<file path="src/adcsq_consts.svh">
`ifndef ADCSQ_CONSTS_SVH
`define ADCSQ_CONSTS_SVH

// Register offsets in the special-function space
`define ADCSQ_OFS_CTL_A    8'hb2
`define ADCSQ_OFS_CTL_B    8'hb3
`define ADCSQ_OFS_RES_HI   8'hb4
`define ADCSQ_OFS_RES_LO   8'hb5
`define ADCSQ_OFS_WIN_HI   8'hb6
`define ADCSQ_OFS_WIN_LO   8'hb7

// Reset value of every register
`define ADCSQ_RST_BYTE     8'h00

// Control register A bit positions
`define ADCSQ_A_BUSY       7
`define ADCSQ_A_EOC        6
`define ADCSQ_A_REPEAT     5
`define ADCSQ_A_PINTRIG    4
`define ADCSQ_A_QUALIFY    3
`define ADCSQ_A_MATCH      2
`define ADCSQ_A_POWER      1
`define ADCSQ_A_OUTSIDE    0

// Control register B fields
`define ADCSQ_B_FORMAT     7
`define ADCSQ_B_CHAN_HI    6
`define ADCSQ_B_CHAN_LO    4
`define ADCSQ_B_DIV_HI     3
`define ADCSQ_B_DIV_LO     0

// Step counter values that end each conversion phase; first trial code
`define ADCSQ_SAMPLE_LAST  4'h4
`define ADCSQ_APPROX_LAST  4'he
`define ADCSQ_CONV_LAST    4'hf
`define ADCSQ_SAR_MSB      10'h200

// Machine clocks software waits after power on; plain default
`define ADCSQ_WARMUP_CLKS  8'h08

`endif

</file>
<file path="src/adcsq_pkg.sv">
package adcsq_pkg;

    typedef enum logic [1:0] {
        ST_IDLE   = 2'b00,
        ST_SAMPLE = 2'b01,
        ST_APPROX = 2'b10,
        ST_DONE   = 2'b11
    } adcsq_state_t;

endpackage

</file>
<file path="src/adcsq_top.sv">
`timescale 1ns/100ps
`include "adcsq_consts.svh"
// Functional notes
// - Writing start bit 0 to 1 begins a conversion on the selected channel.
// - Start bit stays set while busy, ignores writes of 0, cleared at end.
// - Done flag set at each completion; it is the interrupt request.
// - Repeat mode runs conversions back to back; otherwise one and stop.
// - Clearing repeat mode lets the current conversion finish, then halts.
// - With pin trigger enabled, a falling pin edge starts a conversion.
// - Qualify set: interrupt only when done and range match both set.
// - Range match flag updated at the end of every conversion.
// - Power bit needed; clearing it aborts and clears the start bit.
// - Outside select one matches outside the window, zero inside.
// - Upper byte format one gives bits 9:8 low, else bits 9:2.
// - Three-bit channel field picks the input for the next conversion.
// - Converter clock is machine clock divided by N plus one.
// - Lower result byte always returns result bits 7:0.
// - Limits compare against result bits 9:2.
// - All registers reset to zero, leaving the analog part off.
// - Sixteen converter clocks: five sample, ten approximate, done last.
// - Repeat mode restarts on the next machine cycle after completion.
// - Match equals outside xor (upper < res) xor (lower < res).
// - Interrupt reaches the core only with its enable; software clears.
module adcsq_top
    import adcsq_pkg::*;
(
    // Clock and reset
    input  wire logic       clk,
    input  wire logic       rst,
    // Special-function register port
    input  wire logic [7:0] sfr_addr,
    input  wire logic       sfr_wr,
    input  wire logic [7:0] sfr_wdata,
    output logic      [7:0] sfr_rdata,
    // External start pin, falling edge starts
    input  wire logic       ext_start_n,
    // Interrupt
    input  wire logic       conv_irq_enable,
    output logic            conv_irq,
    // Analog front end
    input  wire logic       cmp_above,
    output logic            analog_power_on,
    output logic            sample_hold,
    output logic      [2:0] conv_channel,
    output logic      [9:0] dac_code
);

    adcsq_state_t st;
    adcsq_state_t next_st;

    logic       start_busy;
    logic       eoc;
    logic       repeat_mode;
    logic       pin_trigger_enable;
    logic       range_irq_qualify;
    logic       range_match_flag;
    logic       range_outside_select;
    logic [7:0] ctl_b;
    logic [7:0] win_hi;
    logic [7:0] win_lo;
    logic [9:0] result;
    logic [9:0] mask;
    logic [3:0] stp;
    logic [4:0] tick_seen;

    // Decode
    wire wr_a  = sfr_wr && (sfr_addr == `ADCSQ_OFS_CTL_A);
    wire wr_b  = sfr_wr && (sfr_addr == `ADCSQ_OFS_CTL_B);
    wire wr_hi = sfr_wr && (sfr_addr == `ADCSQ_OFS_WIN_HI);
    wire wr_lo = sfr_wr && (sfr_addr == `ADCSQ_OFS_WIN_LO);

    wire       upper_byte_format   = ctl_b[`ADCSQ_B_FORMAT];
    wire [2:0] channel_select      =
        ctl_b[`ADCSQ_B_CHAN_HI:`ADCSQ_B_CHAN_LO];
    wire [3:0] clock_divide_select =
        ctl_b[`ADCSQ_B_DIV_HI:`ADCSQ_B_DIV_LO];

    wire pin_fall;
    wire tick;

    wire abort    = wr_a && !sfr_wdata[`ADCSQ_A_POWER];
    wire power_now = wr_a ? sfr_wdata[`ADCSQ_A_POWER] : analog_power_on;

    // software start on 0 to 1
    wire sw_start = wr_a && sfr_wdata[`ADCSQ_A_BUSY];
    wire pin_start = pin_fall && pin_trigger_enable;
    wire start_go  = (sw_start || pin_start) && power_now && !start_busy;

    // done on the sixteenth converter clock
    wire done    = tick && start_busy && (st == ST_DONE);
    wire restart = done && repeat_mode;

    wire match_now = range_outside_select
                   ^ (win_hi < dac_code[9:2])
                   ^ (win_lo < dac_code[9:2]);

    wire [7:0] rd_upper = upper_byte_format
                        ? {6'h00, result[9:8]} : result[9:2];
    wire [7:0] rd_lower = result[7:0];
    wire [7:0] rd_ctl_a = {start_busy, eoc, repeat_mode,
                           pin_trigger_enable, range_irq_qualify,
                           range_match_flag, analog_power_on,
                           range_outside_select};
    wire [7:0] rd_mux =
        (sfr_addr == `ADCSQ_OFS_CTL_A)  ? rd_ctl_a :
        (sfr_addr == `ADCSQ_OFS_CTL_B)  ? ctl_b    :
        (sfr_addr == `ADCSQ_OFS_RES_HI) ? rd_upper :
        (sfr_addr == `ADCSQ_OFS_RES_LO) ? rd_lower :
        (sfr_addr == `ADCSQ_OFS_WIN_HI) ? win_hi   :
        (sfr_addr == `ADCSQ_OFS_WIN_LO) ? win_lo   : `ADCSQ_RST_BYTE;

    assign conv_irq = conv_irq_enable && eoc
                    && (!range_irq_qualify || range_match_flag);
    assign sample_hold = (st == ST_SAMPLE);

    adcsq_pin_sync u_pin (
        .clk  (clk),
        .rst  (rst),
        .pin  (ext_start_n),
        .fall (pin_fall)
    );

    // Prescaler is held clear while idle so each start is aligned
    // Each tick already restarts the count, so no clear on restart;
    // gating by restart would loop back through tick
    adcsq_prescaler u_div (
        .clk  (clk),
        .rst  (rst),
        .clr  (!start_busy),
        .div  (clock_divide_select),
        .tick (tick)
    );

    always_ff @(posedge clk or posedge rst) begin
        if (rst) begin
            ctl_b  <= `ADCSQ_RST_BYTE;
            win_hi <= `ADCSQ_RST_BYTE;
            win_lo <= `ADCSQ_RST_BYTE;
        end else begin
            if (wr_b)  ctl_b  <= sfr_wdata;
            if (wr_hi) win_hi <= sfr_wdata;
            if (wr_lo) win_lo <= sfr_wdata;
        end
    end

    always_ff @(posedge clk or posedge rst) begin
        if (rst) begin
            repeat_mode          <= 1'b0;
            pin_trigger_enable   <= 1'b0;
            range_irq_qualify    <= 1'b0;
            analog_power_on      <= 1'b0;
            range_outside_select <= 1'b0;
        end else if (wr_a) begin
            repeat_mode          <= sfr_wdata[`ADCSQ_A_REPEAT];
            pin_trigger_enable   <= sfr_wdata[`ADCSQ_A_PINTRIG];
            range_irq_qualify    <= sfr_wdata[`ADCSQ_A_QUALIFY];
            analog_power_on      <= sfr_wdata[`ADCSQ_A_POWER];
            range_outside_select <= sfr_wdata[`ADCSQ_A_OUTSIDE];
        end
    end

    always_ff @(posedge clk or posedge rst) begin
        if (rst) begin
            start_busy <= 1'b0;
        end else if (abort) begin
            start_busy <= 1'b0;
        end else if (start_go) begin
            start_busy <= 1'b1;
        end else if (done && !repeat_mode) begin
            start_busy <= 1'b0;
        end
    end

    always_ff @(posedge clk or posedge rst) begin
        if (rst) begin
            eoc              <= 1'b0;
            range_match_flag <= 1'b0;
        end else if (done) begin
            eoc              <= 1'b1;
            range_match_flag <= match_now;
        end else if (wr_a) begin
            eoc              <= sfr_wdata[`ADCSQ_A_EOC];
            range_match_flag <= sfr_wdata[`ADCSQ_A_MATCH];
        end
    end

    always_comb begin
        next_st = st;
        if (abort) begin
            next_st = ST_IDLE;
        end else if (start_go) begin
            next_st = ST_SAMPLE;
        end else if (tick) begin
            unique case (st)
                ST_IDLE: begin
                    next_st = ST_IDLE;
                end
                ST_SAMPLE: begin
                    if (stp == `ADCSQ_SAMPLE_LAST) next_st = ST_APPROX;
                end
                ST_APPROX: begin
                    if (stp == `ADCSQ_APPROX_LAST) next_st = ST_DONE;
                end
                ST_DONE: begin
                    next_st = repeat_mode ? ST_SAMPLE : ST_IDLE;
                end
            endcase
        end
    end

    always_ff @(posedge clk or posedge rst) begin
        if (rst) begin
            st <= ST_IDLE;
        end else begin
            st <= next_st;
        end
    end

    always_ff @(posedge clk or posedge rst) begin
        if (rst) begin
            stp <= 4'h0;
        end else if (abort || start_go || restart) begin
            stp <= 4'h0;
        end else if (tick) begin
            stp <= stp + 4'h1;
        end
    end

    // Trial bit is set, then kept only if the comparator says
    // the DAC is still below the input
    always_ff @(posedge clk or posedge rst) begin
        if (rst) begin
            dac_code <= 10'h000;
            mask     <= 10'h000;
        end else if (abort || start_go || restart) begin
            dac_code <= 10'h000;
            mask     <= 10'h000;
        end else if (tick && st == ST_SAMPLE
                     && stp == `ADCSQ_SAMPLE_LAST) begin
            dac_code <= `ADCSQ_SAR_MSB;
            mask     <= `ADCSQ_SAR_MSB;
        end else if (tick && st == ST_APPROX) begin
            dac_code <= (cmp_above ? dac_code : (dac_code & ~mask))
                      | (mask >> 1);
            mask     <= mask >> 1;
        end
    end

    always_ff @(posedge clk or posedge rst) begin
        if (rst) begin
            result       <= 10'h000;
            conv_channel <= 3'h0;
        end else begin
            if (done) result <= dac_code;
            if (start_go || restart) conv_channel <= channel_select;
        end
    end

    always_ff @(posedge clk or posedge rst) begin
        if (rst) begin
            sfr_rdata <= `ADCSQ_RST_BYTE;
        end else begin
            sfr_rdata <= rd_mux;
        end
    end

    // Helper: converter clocks since start
    always_ff @(posedge clk or posedge rst) begin
        if (rst) begin
            tick_seen <= 5'h00;
        end else if (start_go || restart) begin
            tick_seen <= 5'h00;
        end else if (tick) begin
            tick_seen <= tick_seen + 5'h01;
        end
    end
endmodule // adcsq_top

</file>
<file path="src/adcsq_prescaler.sv">
`timescale 1ns/100ps
module adcsq_prescaler (
    // Clock and reset
    input  wire logic       clk,
    input  wire logic       rst,
    // Control
    input  wire logic       clr,
    input  wire logic [3:0] div,
    // Converter clock pulse
    output logic            tick
);

    logic [3:0] cnt;
    logic [4:0] gap;

    // Converter clock is machine clock over div plus one
    // divide by N+1
    assign tick = !clr && (cnt == div);

    always_ff @(posedge clk or posedge rst) begin
        if (rst) begin
            cnt <= 4'h0;
        end else if (clr || tick) begin
            cnt <= 4'h0;
        end else begin
            cnt <= cnt + 4'h1;
        end
    end

    // Helper for the period check only
    always_ff @(posedge clk or posedge rst) begin
        if (rst) begin
            gap <= 5'h00;
        end else if (clr || tick) begin
            gap <= 5'h00;
        end else begin
            gap <= gap + 5'h01;
        end
    end
endmodule // adcsq_prescaler

</file>
<file path="src/adcsq_pin_sync.sv">
`timescale 1ns/100ps
module adcsq_pin_sync (
    // Clock and reset
    input  wire logic clk,
    input  wire logic rst,
    // Raw pin and falling edge pulse
    input  wire logic pin,
    output logic      fall
);

    logic meta;
    logic sync;
    logic last;

    always_ff @(posedge clk or posedge rst) begin
        if (rst) begin
            meta <= 1'b1;
            sync <= 1'b1;
            last <= 1'b1;
        end else begin
            meta <= pin;
            sync <= meta;
            last <= sync;
        end
    end

    assign fall = last && !sync;
endmodule // adcsq_pin_sync

</file>
<file path="config.mk">
export PLATFORM = sky130hd
export DESIGN_NAME = adcsq_top
export DESIGN_NICKNAME = d
export VERILOG_FILES = /design/src/adcsq_pkg.sv /design/src/adcsq_top.sv /design/src/adcsq_prescaler.sv /design/src/adcsq_pin_sync.sv
export VERILOG_INCLUDE_DIRS = /design/src
export SDC_FILE = /design/constraint.sdc
export NUM_CORES = 1
export LEC_CHECK = 0
export ABC_AREA = 1
export BUFFER_PORTS_ARGS = -buffer_cell sky130_fd_sc_hd__buf_2
export CAP_MARGIN = 40
export CORE_UTILIZATION = 38
export CTS_BUF_LIST = sky130_fd_sc_hd__clkbuf_4
export DETAILED_ROUTE_END_ITERATION = 8
export HOLD_SLACK_MARGIN = 0.06
export REMOVE_ABC_BUFFERS = 1
export SKIP_CTS_REPAIR_TIMING = 1
export SYNTH_ARGS = -nofsm -noshare
export SYNTH_HDL_FRONTEND = slang
export SYNTH_SLANG_ARGS = --single-unit
</file>
<file path="constraint.sdc">
create_clock -name clk -period 4 [get_ports clk]
set_clock_uncertainty 0.15 [all_clocks]
set_input_delay 1.2 -clock clk [delete_from_list [all_inputs] [get_ports clk]]
set_output_delay 1.2 -clock clk [all_outputs]
set_load 0.01 [all_outputs]
</file>
==> flow_summary.yaml <==
critical_path:
  crit_type: "in -> out"
  path_depth: 3
  critPathTopFamily: "buffers and inverters"
  slowest_stage: "o211a_1"
  cp.arrival_ns: 1.54
  cp_slowest_stage_delay_ns: 0.13
  path_max_fanout: 1
  critPathBufInv: 2
  worstSetupStartpointType: "input port"
  path_cells: "buf_2, o211a_1, buf_2"
  worst_r2r_path_depth: 11
  cp-end-kind: "output port"
  worst_path_most_repeated_cell: "buf_2"
  crit_required_ns: 2.65
layout:
  nNetsFinal: 643
  drive_gt1_frac: 0.139
  fillers: 1171
  syn2layout_area_growth_pct: 10.4
  diodes: 0
  regArea_sq_um: 2160
  multiInputGateArea_sq_um: 1970
clock_network:
  cts.htree.levels: 3
  cts_tree: "built"
  cts_root_buffer: "clkbuf_4"
  cts_made_buffers: 9
  clockBufferDepth: 2
  clock-sinks: 86
  clock_latency_ns: 0.45
  cts.reportedPaths.clkPinSlew_ns: 0.12
synth:
  syn-mean-instance-area_sq_um: 8.08
  yosysMostFrequentCell: "nand2_1"
  synth_cell_type_count: 36
  synth_edf_count: 0
  synth_common_cells: "nand2_1 (143), dfrtp_1 (83), inv_1 (75)"
  synth_top_area_frac: 0.463
  synth_seq_cells: 86
  synth_area_sq_um: 4490
  ys_seq_area_frac: 0.481
  yosys_warnings: 0
  syn_inst: 555
  yosysTopAreaCell: "dfrtp_1"
  synthTopCellsByArea: "dfrtp_1 (46%), nand2_1 (12%), o21ai_0 (8.1%)"
  synth_flop_cell: "dfrtp_1"
  async_flop_share: 1.00
power:
  swShare: 0.384
  combPwrFrac: 0.319
  vdd_drop_max_v: 0.000174
  total_power_mw: 2.34
  intPower_mw: 1.44
  power.density_nw_per_um2: 472
  power.switching_mw: 0.898
  p_seq_frac: 0.500
  clkPwrFrac: 0.181
  power.leakage_nw: 2.53
timing:
  final_hold_viol_count: 0
  setup_viol: 0
  timing.fmax_mhz: 346
  period_needed_ns: 2.89
  post-route-period-util: 0.722
  setup_tns_ns: 0
  tightest_slew_ns: 0.875
  max-slew-margin-rel: 0.412
  maxSlewViolCount: 0
  rsz0062_at_grt: "no"
detailed_routing:
  first_pass_iters: 4
  drcViolationCount: 0
  wl_mm: 10.6
  route.vias.total: 3686
  drtIter0Drc: 212
  via_per_inst: 4.93
  antenna_left: 0
  avgRoutedWirePerCell_um: 14.1
die:
  die-area_sq_um: 12200
  ioPinCount: 46
  fp.dieW_um: 111
  rows: 39
  die_y_um: 111
  core_area_sq_um: 11500
  initial_utilization: 0.391
global_route:
  gr-total-overflow: 0
  antenna_found_initial: 0
  grt_max_degree: 87
  grt_usage: 0.186
  grt_pass1_vias: 3624
  grt_first_pass_wirelength_mm: 18.1
job:
  drv_cap: 0
place:
  place.gp.congestion: 0.843
  io_buffers: 45
  dp_hpwl_mm: 7.75
run_status:
  status: "completed"
min_path:
  hold_class: "reg -> reg"
  hold-path-cell-count: 0
-- per-stage QoR --
stage	std cells	hold WS (ns)	setup slack (ns)	area (sq um)	util
after global routing	747	0.221	1.08	4950	0.432
final	747	0.215	1.11	4950	0.432
after floorplan	542	0.195	0.433	4420	-
after detailed placement	732	0.199	0.793	4850	0.423
after global placement	732	0.196	0.828	4850	0.423
after CTS	747	0.217	1.11	4950	0.432
-- path summary, 6_finish.rpt --
kind	from	end	slack, ns
worst min-delay path	u_pin.meta	u_pin.sync	0.21
worst min register to register	u_pin.meta	u_pin.sync	0.21
worst max-delay path	conv_irq_enable	conv_irq	1.11
worst max register to register	u_div.cnt[1]	conv_channel[2]	1.58
max in group asynchronous	rst	u_pin.last	2.65
min in group asynchronous	rst	win_lo[3]	0.67
-- layout by cell type, fill, tap and decap left out, drive strengths merged, types with 2 or more instances in the layout --
cell       n
nand3b     2
buf       47
nor2      50
o2111ai    6
nor3       4
o21ai     75
or2        2
inv       78
a21oi     17
nand4      2
ha        21
clkbuf    11
xor2       6
clkinv     5
dfstp      3
dfrtp     83
xnor2      2
nand3     36
nand2    147
-- logic make-up after synthesis --
family / synth area share
flip-flops: 0.481
buffers and inverters: 0.0803
AO/OA/AOI/OAI: 0.126
XOR/XNOR: 0.0156
AND/OR/NAND/NOR: 0.239
adder cells (fa/ha/maj): 0.0586
-- power by group through the flow --
stage / clock, mW / combinational (mW) / sequential (mW)
2_1_floorplan: 0 / 0.544 / 1.16
3_3_place_gp: 0 / 0.733 / 1.18
3_5_place_dp: 0 / 0.749 / 1.18
4_1_cts: 0.436 / 0.757 / 1.17
5_1_grt: 0.461 / 0.879 / 1.19
6_report: 0.423 / 0.746 / 1.17
-- final cells by class --
class / instances / area share
inverter: 79 / 0.0601
multi-input combinational: 377 / 0.398
clock buffer: 11 / 0.0167
sequential: 86 / 0.435
timing repair buffer: 47 / 0.0510
clock inverter: 4 / 0.00303
tap: 143 / 0.0361
-- state kept, by name (all words and copies together) (netlist names), 2 cells and up --
register and count:
conv_channel 3, ctl_b 8, dac_code 10, mask 10
result 10, sfr_rdata 8, st 2, stp 4
u_div.cnt 4, win_hi 8, win_lo 8
-- per-layer routing --
layer / share of wire / global-route usage / routed length [um]
met1: 0.47 / 0.253 / 4940
met2: 0.47 / 0.300 / 4990
met3: 0.042 / 0.0346 / 441
met4: 0.017 / 0.0622 / 176
met5: 0 / 0 / 0
-- worst register-to-register path, delay by kind of cell, from the launching register on --
family / cells / cell delay, ns
AOI/OAI and AO/OA: 1 / 0.18
buffers and inverters: 3 / 0.46
DFF: 1 / 0.43
and+or+nand+nor: 7 / 1.11
(Power assumes the default switching activity.)
